File: config.mk
export PLATFORM = sky130hd
export DESIGN_NAME = rtcal_alarm_control
export DESIGN_NICKNAME = d
export VERILOG_FILES = /design/src/hw/rtcal_pkg.sv /design/src/hw/rtcal_alarm_control.sv
export SDC_FILE = /design/constraint.sdc
export NUM_CORES = 1
export LEC_CHECK = 0
export BUFFER_PORTS_ARGS = -buffer_cell sky130_fd_sc_hd__buf_4
export CORE_MARGIN = 2
export CORE_UTILIZATION = 45
export DETAILED_ROUTE_END_ITERATION = 12
export GPL_ROUTABILITY_DRIVEN = 0
export PLACE_DENSITY_LB_ADDON = 0.1
export REMOVE_ABC_BUFFERS = 1
export SLEW_MARGIN = 20
export SYNTH_ARGS = -nofsm -noshare
export SYNTH_HDL_FRONTEND = slang
export SYNTH_SLANG_ARGS = --single-unit
File: constraint.sdc
create_clock -name core_clk -period 3 [get_ports core_clk]
set_input_delay 0.9 -clock core_clk [delete_from_list [all_inputs] [get_ports core_clk]]
set_output_delay 0.9 -clock core_clk [all_outputs]
set_load 0.05 [all_outputs]
File: src/hw/rtcal_pkg.sv
// Constants for the alarm control block of the real-time clock.
// Assumes one core clock and a host port with one-cycle read latency.
package rtcal_pkg;
  // Register map, word addresses on the host port
  localparam logic [3:0] ADDR_ALARM_CONTROL = 4'h0;
  localparam logic [3:0] ADDR_IRQ_STATUS    = 4'h1;
  localparam logic [3:0] ADDR_IRQ_MASK      = 4'h2;
  localparam logic [3:0] ADDR_TIME_STATUS   = 4'h3;

  // Field positions of alarm_control
  localparam int BIT_ALARM_ENABLE  = 15;
  localparam int BIT_CHIME         = 14;
  localparam int BIT_PIV           = 13;
  localparam int BIT_UNSAFE        = 12;
  localparam int INTERVAL_LSB      = 8;
  localparam int INTERVAL_W        = 4;
  localparam int REPEAT_LSB        = 0;
  localparam int REPEAT_W          = 8;

  localparam logic [7:0] REPEAT_ZERO = 8'h00;
  localparam logic [7:0] REPEAT_MAX  = 8'hFF;

  // Interrupt status bits
  localparam int IRQ_ALARM    = 0;
  localparam int IRQ_DISABLED = 1;
  localparam int IRQ_W        = 2;

  // Sync window, in real-time clock periods before a half-second rollover
  localparam int SYNC_GUARD_TICKS = 32;

  // Alarm interval codes
  typedef enum logic [3:0] {
    RTCAL_HALF_SEC  = 4'h0,
    RTCAL_ONE_SEC   = 4'h1,
    RTCAL_TEN_SEC   = 4'h2,
    RTCAL_ONE_MIN   = 4'h3,
    RTCAL_TEN_MIN   = 4'h4,
    RTCAL_HOURLY    = 4'h5,
    RTCAL_DAILY     = 4'h6,
    RTCAL_WEEKLY    = 4'h7,
    RTCAL_MONTHLY   = 4'h8,
    RTCAL_YEARLY    = 4'h9
  } rtcal_interval_t;
endpackage

File: src/hw/rtcal_alarm_control.sv
// Alarm control: enable, interval select, repeat counter, pulse, sync flag.
// Assumes the time-keeping core supplies per-unit match strobes and the
// prescaler position on core_clk; rtc_tick pulses once per real-time clock.
//
// The strobed register port and the register offsets were left to the implementer.
module rtcal_alarm_control #(
  parameter int PRESCALE_W = 15
) (
  // Clock and resets
  input  wire logic                  core_clk,
  input  wire logic                  rst,
  input  wire logic                  por_done,
  // Host register port
  input  wire logic [3:0]            reg_addr,
  input  wire logic [31:0]           reg_wdata,
  input  wire logic                  reg_wr,
  input  wire logic                  reg_rd,
  output logic      [31:0]           reg_rdata,
  // Time-keeping core
  input  wire logic                  rtc_tick,
  input  wire logic [PRESCALE_W-1:0] prescale_count,
  input  wire logic                  half_sec_roll,
  input  wire logic [9:0]            match_units,
  input  wire logic                  date_is_feb29,
  input  wire logic                  year_is_leap,
  input  wire logic                  module_on,
  // Alarm outputs
  output logic                       alarm_pulse,
  output logic                       alarm_event,
  output logic                       irq
);

  // Control fields
  logic                  alarm_enable_r;
  logic                  chime_r;
  logic                  pulse_r;
  logic [3:0]            interval_r;
  logic [7:0]            repeat_r;
  logic                  unsafe_r;
  logic [1:0]            irq_status_r;
  logic [1:0]            irq_mask_r;
  logic                  event_nxt;
  logic                  wr_ctrl;
  logic [PRESCALE_W-1:0] to_roll;

  assign wr_ctrl = reg_wr && (reg_addr == rtcal_pkg::ADDR_ALARM_CONTROL);

  // Maps an interval code onto its match strobe
  function automatic logic interval_hit(input logic [3:0] code, input logic [9:0] m,
                                        input logic feb29, input logic leap);
    logic hit;
    hit = 1'b0;
    case (code)
      rtcal_pkg::RTCAL_HALF_SEC: hit = m[0];
      rtcal_pkg::RTCAL_ONE_SEC:  hit = m[1];
      rtcal_pkg::RTCAL_TEN_SEC:  hit = m[2];
      rtcal_pkg::RTCAL_ONE_MIN:  hit = m[3];
      rtcal_pkg::RTCAL_TEN_MIN:  hit = m[4];
      rtcal_pkg::RTCAL_HOURLY:   hit = m[5];
      rtcal_pkg::RTCAL_DAILY:    hit = m[6];
      rtcal_pkg::RTCAL_WEEKLY:   hit = m[7];
      rtcal_pkg::RTCAL_MONTHLY:  hit = m[8];
      rtcal_pkg::RTCAL_YEARLY:   hit = m[9] && (!feb29 || leap);
      default:                   hit = 1'b0;
    endcase
    return hit;
  endfunction

  assign event_nxt = alarm_enable_r && interval_hit(interval_r, match_units,
                                                    date_is_feb29, year_is_leap);
  assign alarm_event = event_nxt;

  // Power-on only reset
  // Soft resets never reach this block; rst is the power-on reset alone.
  always_ff @(posedge core_clk or posedge rst) begin
    if (rst) begin
      alarm_enable_r <= 1'b0;
    end else if (event_nxt && (repeat_r == rtcal_pkg::REPEAT_ZERO) && !chime_r) begin
      // Auto disable
      // Hardware clear wins over a same-cycle software write.
      alarm_enable_r <= 1'b0;
    end else if (wr_ctrl) begin
      alarm_enable_r <= reg_wdata[rtcal_pkg::BIT_ALARM_ENABLE];
    end
  end

  always_ff @(posedge core_clk or posedge rst) begin
    if (rst) begin
      chime_r    <= 1'b0;
      interval_r <= 4'h0;
    end else if (wr_ctrl) begin
      chime_r    <= reg_wdata[rtcal_pkg::BIT_CHIME];
      interval_r <= reg_wdata[rtcal_pkg::INTERVAL_LSB +: rtcal_pkg::INTERVAL_W];
    end
  end

  always_ff @(posedge core_clk or posedge rst) begin
    if (rst) begin
      repeat_r <= 8'h00;
    end else if (event_nxt) begin
      if (repeat_r != rtcal_pkg::REPEAT_ZERO) begin
        repeat_r <= repeat_r - 8'h01;
      end else if (chime_r) begin
        repeat_r <= rtcal_pkg::REPEAT_MAX;
      end else begin
        repeat_r <= rtcal_pkg::REPEAT_ZERO;
      end
    end else if (wr_ctrl) begin
      repeat_r <= reg_wdata[rtcal_pkg::REPEAT_LSB +: rtcal_pkg::REPEAT_W];
    end
  end

  always_ff @(posedge core_clk or posedge rst) begin
    if (rst) begin
      pulse_r <= 1'b0;
    end else if (event_nxt) begin
      pulse_r <= ~pulse_r;
    end else if (wr_ctrl && !alarm_enable_r) begin
      pulse_r <= reg_wdata[rtcal_pkg::BIT_PIV];
    end
  end
  assign alarm_pulse = pulse_r;

  assign to_roll = prescale_count;
  always_ff @(posedge core_clk or posedge rst) begin
    if (rst) begin
      unsafe_r <= 1'b0;
    end else if (to_roll <= PRESCALE_W'(rtcal_pkg::SYNC_GUARD_TICKS) || half_sec_roll) begin
      unsafe_r <= 1'b1;
    end else if (rtc_tick) begin
      unsafe_r <= 1'b0;
    end
  end

  // Interrupt status: set wins over write-one-to-clear
  always_ff @(posedge core_clk or posedge rst) begin
    if (rst) begin
      irq_status_r <= 2'h0;
    end else begin
      irq_status_r <= (irq_status_r
                       & ~((reg_wr && reg_addr == rtcal_pkg::ADDR_IRQ_STATUS)
                           ? reg_wdata[1:0] : 2'h0))
                      | {event_nxt && (repeat_r == rtcal_pkg::REPEAT_ZERO) && !chime_r,
                         event_nxt};
    end
  end

  always_ff @(posedge core_clk or posedge rst) begin
    if (rst) begin
      irq_mask_r <= 2'h0;
    end else if (reg_wr && reg_addr == rtcal_pkg::ADDR_IRQ_MASK) begin
      irq_mask_r <= reg_wdata[1:0];
    end
  end
  assign irq = |(irq_status_r & irq_mask_r);

  always_ff @(posedge core_clk or posedge rst) begin
    if (rst) begin
      reg_rdata <= 32'h0000_0000;
    end else if (reg_rd) begin
      case (reg_addr)
        rtcal_pkg::ADDR_ALARM_CONTROL:
          reg_rdata <= {16'h0000, alarm_enable_r, chime_r, pulse_r, unsafe_r,
                        interval_r, repeat_r};
        rtcal_pkg::ADDR_IRQ_STATUS: reg_rdata <= {30'h0, irq_status_r};
        rtcal_pkg::ADDR_IRQ_MASK:   reg_rdata <= {30'h0, irq_mask_r};
        rtcal_pkg::ADDR_TIME_STATUS:
          reg_rdata <= {29'h0, module_on, por_done, year_is_leap};
        default:                    reg_rdata <= 32'h0000_0000;
      endcase
    end else begin
      reg_rdata <= 32'h0000_0000;
    end
  end

  // Assertions
  a_event_needs_enable: assert property (@(posedge core_clk) disable iff (rst)
    alarm_event |-> alarm_enable_r) else $error("event while disabled");

  a_chime_wraps: assert property (@(posedge core_clk) disable iff (rst)
    (event_nxt && chime_r && repeat_r == 8'h00) |=> repeat_r == 8'hFF)
    else $error("no wrap");

  a_halt_zero: assert property (@(posedge core_clk) disable iff (rst)
    (event_nxt && !chime_r && repeat_r == 8'h00) |=> repeat_r == 8'h00)
    else $error("count moved past zero");

  a_piv_load: assert property (@(posedge core_clk) disable iff (rst)
    (wr_ctrl && !alarm_enable_r && !event_nxt) |=> alarm_pulse == $past(reg_wdata[13]))
    else $error("pulse not loaded");

  a_piv_locked: assert property (@(posedge core_clk) disable iff (rst)
    (alarm_enable_r && !event_nxt) |=> alarm_pulse == $past(alarm_pulse))
    else $error("pulse changed while enabled");

  a_sync_near: assert property (@(posedge core_clk) disable iff (rst)
    (prescale_count <= 15'd32) |=> unsafe_r) else $error("flag not set");

  a_auto_off: assert property (@(posedge core_clk) disable iff (rst)
    (event_nxt && repeat_r == 8'h00 && !chime_r) |=> !alarm_enable_r)
    else $error("enable not cleared");

  a_count_dec: assert property (@(posedge core_clk) disable iff (rst)
    (event_nxt && repeat_r != 8'h00) |=> repeat_r == $past(repeat_r) - 8'h01)
    else $error("count not decremented");

  a_leap_gate: assert property (@(posedge core_clk) disable iff (rst)
    (interval_r == 4'h9 && date_is_feb29 && !year_is_leap) |-> !alarm_event)
    else $error("feb29 alarm off-leap");

  a_leap_allows: assert property (@(posedge core_clk) disable iff (rst)
    (alarm_enable_r && interval_r == rtcal_pkg::RTCAL_YEARLY
     && match_units[9] && year_is_leap)
    |-> alarm_event)
    else $error("leap year alarm missing");

  a_sync_roll: assert property (@(posedge core_clk) disable iff (rst)
    half_sec_roll
    |=> unsafe_r)
    else $error("flag not set on rollover");

  a_sync_hold: assert property (@(posedge core_clk) disable iff (rst)
    (unsafe_r && !rtc_tick)
    |=> unsafe_r)
    else $error("flag cleared between ticks");

  a_sync_read: assert property (@(posedge core_clk) disable iff (rst)
    (reg_rd && reg_addr == rtcal_pkg::ADDR_ALARM_CONTROL)
    |=> reg_rdata[rtcal_pkg::BIT_UNSAFE] == $past(unsafe_r))
    else $error("flag not shown on read");

  a_upper_zero: assert property (@(posedge core_clk) disable iff (rst)
    1'b1
    |-> reg_rdata[31:16] == 16'h0000)
    else $error("upper bits not zero");

  a_idle_rdata: assert property (@(posedge core_clk) disable iff (rst)
    !reg_rd
    |=> reg_rdata == 32'h0000_0000)
    else $error("read data outside its cycle");

  a_reserved_quiet: assert property (@(posedge core_clk) disable iff (rst)
    (interval_r > rtcal_pkg::RTCAL_YEARLY)
    |-> !alarm_event)
    else $error("event on reserved interval");

  a_interval_hold: assert property (@(posedge core_clk) disable iff (rst)
    !wr_ctrl
    |=> $stable(interval_r))
    else $error("interval changed without write");

  a_enable_write: assert property (@(posedge core_clk) disable iff (rst)
    (wr_ctrl && !event_nxt)
    |=> alarm_enable_r == $past(reg_wdata[rtcal_pkg::BIT_ALARM_ENABLE]))
    else $error("enable not written");

  a_enable_hold: assert property (@(posedge core_clk) disable iff (rst)
    (!wr_ctrl && !event_nxt)
    |=> $stable(alarm_enable_r))
    else $error("enable changed on its own");

  a_count_hold: assert property (@(posedge core_clk) disable iff (rst)
    (!wr_ctrl && !event_nxt)
    |=> $stable(repeat_r))
    else $error("count changed on its own");

  a_pulse_toggle: assert property (@(posedge core_clk) disable iff (rst)
    event_nxt
    |=> alarm_pulse != $past(alarm_pulse))
    else $error("pulse not toggled");

  a_event_status: assert property (@(posedge core_clk) disable iff (rst)
    event_nxt
    |=> irq_status_r[rtcal_pkg::IRQ_ALARM])
    else $error("event status not set");

  a_auto_status: assert property (@(posedge core_clk) disable iff (rst)
    (event_nxt && repeat_r == rtcal_pkg::REPEAT_ZERO && !chime_r)
    |=> irq_status_r[rtcal_pkg::IRQ_DISABLED])
    else $error("disable status not set");

  a_status_sticky: assert property (@(posedge core_clk) disable iff (rst)
    (irq_status_r[rtcal_pkg::IRQ_ALARM]
     && !(reg_wr && reg_addr == rtcal_pkg::ADDR_IRQ_STATUS))
    |=> irq_status_r[rtcal_pkg::IRQ_ALARM])
    else $error("status bit lost");

  a_status_clear: assert property (@(posedge core_clk) disable iff (rst)
    (reg_wr && reg_addr == rtcal_pkg::ADDR_IRQ_STATUS
     && reg_wdata[rtcal_pkg::IRQ_ALARM] && !event_nxt)
    |=> !irq_status_r[rtcal_pkg::IRQ_ALARM])
    else $error("status bit not cleared");

  a_mask_gate: assert property (@(posedge core_clk) disable iff (rst)
    (irq_mask_r == 2'h0)
    |-> !irq)
    else $error("masked interrupt raised");
endmodule

; Word-level counts from Yosys, hierarchy flattened
; Cells that the tools add are included.
; Widths: inputs -> output; s select.
[classes]
muxes = 14
n_eq_ne = 12
add_sub_neg = 1
n_lt_le_gt_ge = 1
n_reduce_logical = 22
bitwise = 5
[ops]
columns = operator, n
row1 = $pmux 16 s4, 1
row2 = $mux 32, 1
row3 = $mux 8, 4
row4 = $eq 4x2->1 const B, 4
row5 = $eq 4x3->1 const B, 4
row6 = $le 15x6->1 const B, 1
row7 = $pmux 1 s10, 1
row8 = $eq 4x1->1 const B, 2
row9 = $eq 4x4->1 const B, 2
row10 = $logic_and 1x1->1, 8
row11 = $logic_not 4->1, 2
row12 = $logic_not 8->1, 1
row13 = $reduce_bool 2->1, 4
row14 = $reduce_bool 8->1, 1
row15 = $sub 8x1->8 const B, 1
row16 = $mux 1, 6
row17 = $and 2x2->2, 2
row18 = $logic_not 1->1, 3
row19 = $logic_or 1x1->1, 2
row20 = $mux 2, 1
row21 = $not 2->2, 1
row22 = $or 2x2->2, 1
row23 = $reduce_or 2->1, 1
row24 = $not 1->1, 1
[word_totals]
inputBits = 71
word_cells = 64
register_bits = 52

; Logic depth before layout (Yosys ltp)
; Gate-level depths: netlist of the first run.
[logic_depth]
ltp_word = 8
mapped_depth = 8
depth_no_buf = 7

; Worst setup path before layout of the first run
; No wires, ideal clock.
[synth_path]
path_type = input to output
start = in date_is_feb29
end = out alarm_event
stages = 5
slack_ps = 158
arrival_ps = 1942
path_cell_list = inv_1 o21ai_0 mux4_2 o21ai_2 buf_4
[synth_between]
elab_chain_len = 5
[synth_rtl]
columns = element, line_no
row1 = from (decl), rtcal_alarm_control.sv:24  ; input wire logic date_is_feb29,
row2 = $logic_not 1->1, rtcal_alarm_control.sv:63  ; rtcal_pkg::RTCAL_YEARLY: hit = m[9] && (!feb29 || leap);
row3 = $logic_or 1x1->1, rtcal_alarm_control.sv:63
row4 = $logic_and 1x1->1, rtcal_alarm_control.sv:63
row5 = $pmux 1 s10, rtcal_alarm_control.sv:53  ; case (code)
row6 = $logic_and 1x1->1, rtcal_alarm_control.sv:69  ; assign event_nxt = alarm_enable_r && interval_hit(interval_r, match_units,
row7 = to (decl), rtcal_alarm_control.sv:29  ; output logic alarm_event,
; Every way passes these cells.

; Worst setup path in the final report of the first run
; Ends and elaborated chain as after synthesis.

==> flow_metrics.py, run 1 <==
metrics = {
    "status": {
        "status": "finished clean",
    },
    "setup_path": {
        "timing.rr.start": "repeat_r[0]$_DFFE_PP0P_",
        "regToRegEndpoint": "repeat_r[0]$_DFFE_PP0P_",
        "r2r_slack_ns": 0.87,
        "worstSetupStartpoint": "date_is_feb29",
        "ff2ff_path_depth": 7,
        "end_kind": "primary output",
        "critPathLaunchType": "primary input",
        "crit_fanout": 2,
        "crit_path_end": "alarm_event",
        "crit_type": "primary input to primary output",
        "worstPathArrival_ns": 2.06,
        "worstPathRequired_ns": 2.10,
    },
    "power_and_ir_drop": {
        "comb_power_share_pct": 38.3,
        "p_seq_share_pct": 41.1,
        "internal-power_uw": 1090,
        "p_total_uw": 1720,
        "leakage_uw": 0.00133,
        "power.share.clock_pct": 20.6,
        "switching_power_uw": 635,
        "p_per_area_mw_per_mm2": 662,
        "switching_share_pct": 36.8,
        "ir_drop_mv": 0.363,
    },
    "timing": {
        "rsz0062_at_grt": "no",
        "drv_slew": 0,
        "finClkSkew_ns": 0.00538,
        "period_share_pct": 98.8,
        "max_freq_ghz": 0.337,
        "fin_crit_ns": 2.96,
        "worst_slack_ns": 0.0365,
        "finalHoldViolations": 0,
        "finalSetupViolCount": 0,
    },
    "route": {
        "routed_wl_um": 4200,
        "final_antenna_net_count": 0,
        "wl_per_cell_um": 13.6,
        "route.detailed.drc": 0,
        "vias": 1530,
        "drt-initial-drc-count": 46,
        "firstDrtPassIters": 4,
        "vias_per_cell": 4.95,
    },
    "final_layout": {
        "multi_input_area_um2": 945,
        "utilization_pct": 60.7,
        "area_growth_pct": 32.3,
        "diodes": 0,
        "layout_common_cells": "77 x buf_4, 36 x dfrtp_1, 16 x conb_1",
        "drive_gt1_share_pct": 40.5,
        "fill_cells": 379,
        "regArea_um2": 901,
        "layoutNonFillerInstCount": 309,
        "design_area_mm2": 0.00261,
        "nNetsFinal": 329,
        "final_common_cell": "buf_4",
    },
    "placement": {
        "dp_hpwl_um": 3170,
        "dpl_worst_slack_ns": 0.0437,
        "numPortBuffers": 72,
        "dpl_cell_area_mm2": 0.00251,
        "dp.cells": 301,
    },
    "yosys": {
        "synthFlopType": "dfrtp_1",
        "synth_area_leaders": "dfrtp_1 46%, mux2_2 7.4%, mux2i_1 6.6%, buf_4 6.5%, mux4_2 4.6%",
        "synth.avg_cell_area_um2": 10.9,
        "ys_warn_count": 0,
        "async_flop_share_pct": 100,
        "synth.top_cell.area_share_pct": 45.7,
        "syn_inst": 180,
        "ys_seq_area_share_pct": 45.7,
        "synth_edf_count": 0,
        "synth.distinct_cells": 39,
        "synth-seq-cells": 36,
        "yosysTopAreaCell": "dfrtp_1",
        "syn-cell-area_mm2": 0.00197,
    },
    "clock_network": {
        "numCtsBuffers": 5,
        "post_cts_buffers": 0,
        "cts_tree": "built",
        "h-tree-depth": 2,
        "root_buffer": "clkbuf_8",
        "hold_buffers": 0,
        "cts_resized": 0,
        "path_clk_slew_ns": 0.07,
        "clockBufferDepth": 2,
        "cts.sinks": 36,
        "insertion_delay_ns": 0.29,
    },
    "job": {
        "maxCapViolCount": 0,
    },
    "hold_path": {
        "hold_path.class": "flip-flop to flip-flop",
        "hold_start": "unsafe_r$_DFFE_PP0P_",
    },
    "global_route": {
        "track_usage_pct": 17.6,
        "grt-ovfl-total": 0,
        "grt.busiest_layer": "met2",
        "antenna_found_initial": 0,
        "grt_pass1_wl_um": 6760,
        "grt_max_degree": 37,
        "grt_use_met1_pct": 22.1,
        "use_met3_pct": 3.46,
        "grt_util_met2_pct": 30.2,
        "first_global_vias": 1424,
    },
    "floorplan": {
        "die_area_mm2": 0.00492,
        "io_pins": 106,
        "fp.dieW_um": 70.2,
        "core-area_mm2": 0.00429,
        "initial_core_util_pct": 45.9,
        "die_h_um": 70.2,
        "num_rows": 24,
    },
}
==> power by group through the flow <==
| stage | combinational, uW | sequential [uW] | clock (uW) |
|---|---|---|---|
| 2_1_floorplan | 465 | 724 | 0 |
| 3_3_place_gp | 654 | 715 | 0 |
| 3_5_place_dp | 663 | 719 | 0 |
| 4_1_cts | 668 | 710 | 362 |
| 5_1_grt | 721 | 729 | 376 |
| 6_report | 661 | 709 | 355 |
==> kinds of logic after synthesis <==
| logic type | after synthesis | synth area share (%) |
|---|---|---|
| AND/OR/NAND/NOR | 51 | 15.2 |
| flip-flops | 36 | 45.7 |
| multiplexers | 30 | 18.6 |
| buffers and inverters | 30 | 9.15 |
| AO/OA/AOI/OAI | 29 | 9.40 |
| adder cells (fa/ha/maj) | 2 | 1.27 |
| other | 1 | 0.190 |
| XOR/XNOR | 1 | 0.445 |
==> through the flow <==
step / setup TNS (ns) / hold slack (ns)
floorplan: -0.164 / 0.445
global placement: 0 / 0.460
detailed placement: 0 / 0.467
CTS: 0 / 0.483
global route: 0 / 0.493
finish: 0 / 0.474
==> metal layers <==
layer	vias to the layer above	wire length, um	part of all wire (%)
met5	-	0	0
met1	722	1780	42
met2	43	2170	52
met4	0	51	1.2
met3	5	198	4.7
li1	760	-	-
==> worst min-delay path by stage <==
stage	to	depth (start not counted)	slack (ns)
3_3_place_gp	reg_rdata[12]$_DFF_PP0_	1	0.46
6_report	unsafe_r$_DFFE_PP0P_	2	0.47
5_1_grt	reg_rdata[12]$_DFF_PP0_	1	0.49
2_1_floorplan	unsafe_r$_DFFE_PP0P_	2	0.44
3_5_place_dp	unsafe_r$_DFFE_PP0P_	2	0.47
4_1_cts	unsafe_r$_DFFE_PP0P_	2	0.48
==> state kept, by name, summed over array words and instances (netlist names) <==
| register | count |
|---|---|
| irq_mask_r | 2 |
| repeat_r | 8 |
| unsafe_r | 1 |
| alarm_enable_r | 1 |
| reg_rdata | 16 |
| chime_r | 1 |
| interval_r | 4 |
| irq_status_r | 2 |
| alarm_pulse | 1 |
==> area by class of cell <==
type	count	share of cell area, %
Sequential cell	36	34.6
Tap cell	52	2.50
Multi-Input combinational cell	129	36.3
Inverter	7	1.01
Clock buffer	8	3.46
Timing Repair Buffer	77	22.2
==> cells in the mapped netlist, drive strengths merged, types with 2 or more instances <==
library cell and count:
and3 2, mux4 4, inv 7, nor4 2, and2 12, mux2i 13
a22o 2, buf 19, dfrtp 36, or3 2, ha 2, a21o 2
o22ai 3, nand3 2, clkbuf 4, a31oi 3, mux2 13, nor2 9
o21ai 5, nand2 10, nand4b 2, nor3 3, a21oi 11
==> critical path: stages <==
cell     delay, ns
buf_4         0.11
inv_1         0.04
o21ai_0       0.09
mux4_2        0.50
o21ai_2       0.20
buf_4         0.23
Power figures use the tool's default switching activity.
==> inputs of run 2 (changes only) <==
--- a/config.mk
+++ b/config.mk
@@ -5,10 +5,10 @@
 export SDC_FILE = /design/constraint.sdc
 export NUM_CORES = 1
 export LEC_CHECK = 0
-export BUFFER_PORTS_ARGS = -buffer_cell sky130_fd_sc_hd__buf_4
 export CORE_MARGIN = 2
-export CORE_UTILIZATION = 45
+export CORE_UTILIZATION = 55
 export DETAILED_ROUTE_END_ITERATION = 12
+export DONT_BUFFER_PORTS = 1
 export GPL_ROUTABILITY_DRIVEN = 0
 export PLACE_DENSITY_LB_ADDON = 0.1
 export REMOVE_ABC_BUFFERS = 1
==> flow_metrics.py, run 2 (synthesis gave the netlist of run 1 again) <==
metrics = {
    "final_layout": {
        "fill_cells": 281,
        "nNetsFinal": 257,
        "regMostFlops": "reg_rdata",
        "drive_gt1_share_pct": 17.4,
        "layout_common_cells": "36 x dfrtp_1, 16 x conb_1, 13 x mux2i_1, 13 x mux2_2, 12 x and2_1",
        "diodes": 0,
        "design_area_mm2": 0.00203,
        "largest_reg_flops": 16,
        "final_common_cell": "dfrtp_1",
        "area_growth_pct": 2.86,
        "largestRegisters": "reg_rdata x16, repeat_r x8, interval_r x4",
    },
    "floorplan": {
        "io_pins": 106,
        "initial_core_util_pct": 58.1,
        "core-area_mm2": 0.00339,
        "num_rows": 21,
        "die_h_um": 63.8,
        "fp.dieW_um": 63.8,
        "die_area_mm2": 0.00408,
    },
    "status": {
        "status": "finished clean",
    },
    "route": {
        "vias_per_cell": 5.66,
        "wl_per_cell_um": 16.4,
        "firstDrtPassIters": 4,
        "final_antenna_net_count": 0,
        "routed_wl_um": 3780,
        "route.detailed.drc": 0,
        "drt-initial-drc-count": 56,
        "vias": 1302,
    },
    "job": {
        "maxCapViolCount": 0,
    },
    "clock_network": {
        "hold_buffers": 0,
        "numCtsBuffers": 5,
        "clockBufferDepth": 2,
        "cts.sinks": 36,
        "h-tree-depth": 2,
        "post_cts_buffers": 0,
        "root_buffer": "clkbuf_4",
        "cts_tree": "built",
        "cts_resized": 0,
        "path_clk_slew_ns": 0.10,
        "insertion_delay_ns": 0.35,
    },
    "setup_path": {
        "end_kind": "primary output",
        "regToRegEndpoint": "repeat_r[1]$_DFFE_PP0P_",
        "crit_fanout": 2,
        "worstPathArrival_ns": 1.92,
        "worstPathRequired_ns": 2.10,
        "timing.rr.start": "interval_r[1]$_DFFE_PP0P_",
        "crit_type": "primary input to primary output",
        "worstSetupStartpoint": "date_is_feb29",
        "critPathLaunchType": "primary input",
        "ff2ff_path_depth": 6,
        "r2r_slack_ns": 0.80,
    },
    "hold_path": {
        "hold_path.class": "primary input to async pin",
    },
    "timing": {
        "max_freq_ghz": 0.354,
        "hold_ws_ns": 0.445,
        "period_share_pct": 94.0,
        "tightest_slew_ns": 0.553,
        "finalHoldViolations": 0,
        "finalSetupViolCount": 0,
        "rsz0062_at_grt": "no",
        "fin_crit_ns": 2.82,
        "slew_headroom_pct": 63.1,
        "drv_slew": 0,
        "fin_tns_setup_ns": 0,
        "finClkSkew_ns": 0.0108,
        "worst_slack_ns": 0.179,
    },
    "placement": {
        "numPortBuffers": 0,
        "dpl_cell_area_mm2": 0.00198,
        "dpl_worst_slack_ns": 0.187,
        "dp_hpwl_um": 2920,
    },
    "global_route": {
        "antenna_found_initial": 0,
        "grt_max_degree": 26,
        "track_usage_pct": 19.8,
        "grt_pass1_wl_um": 6150,
        "grt-ovfl-total": 0,
        "first_global_vias": 1293,
    },
    "power_and_ir_drop": {
        "p_total_uw": 1550,
        "p_per_area_mw_per_mm2": 765,
        "ir_drop_mv": 0.326,
        "leakage_uw": 0.000959,
    },
}
[run 2: changes by cell type in the layout (fill, tap and decap cells not counted)]
| cell | change |
|---|---|
| clkbuf_4 | +5 |
| clkinv_2 | +1 |
| buf_12 | +1 |
| clkbuf_1 | -1 |
| buf_4 | -73 |
| clkbuf_8 | -6 |
[run 2: power by group]
group / internal [uW] / total, uW / switching (uW) / leakage [uW]
Clock: 86.3 / 242 / 156 / 0.0000281
Combinational: 262 / 555 / 293 / 0.000472
Sequential: 584 / 753 / 170 / 0.000459
[run 2: how the worst max path moves through the flow]
stage / end / cells past startpoint
detailed placement: alarm_event / 5
CTS: alarm_event / 5
floorplan: alarm_event / 4
global route: alarm_event / 5
finish: alarm_event / 5
global placement: alarm_event / 5
[run 2: worst max-delay path, cell delays in order]
cell	delay (ns)
inv_1	0.03
o21ai_0	0.07
mux4_2	0.49
o21ai_2	0.25
buf_12	0.18
[run 2: through the flow]
stage,utilization [%],std cells
2_1_floorplan,-,172
3_3_place_gp,58.4,223
3_5_place_dp,58.4,223
4_1_cts,59.8,230
5_1_grt,59.8,230
6_report,59.8,230
[run 2: layer usage]
layer  vias to the layer above  global-route usage [%]  wire, um
met2                        60                    32.3      1940
met3                         7                    7.39       250
li1                        608                       -         -
met1                       627                    24.1      1540
met4                         0                    6.25        52
met5                         -                       0         0
[run 2: final cells by class]
| class | instances | area (um2) | area share (%) |
|---|---|---|---|
| Clock buffer | 6 | 41.3 | 2.04 |
| Clock inverter | 1 | 5.00 | 0.247 |
| Inverter | 7 | 26.3 | 1.30 |
| Multi-Input combinational cell | 129 | 945 | 46.6 |
| Sequential cell | 36 | 901 | 44.5 |
| Tap cell | 46 | 57.6 | 2.84 |
| Timing Repair Buffer | 5 | 50.0 | 2.47 |
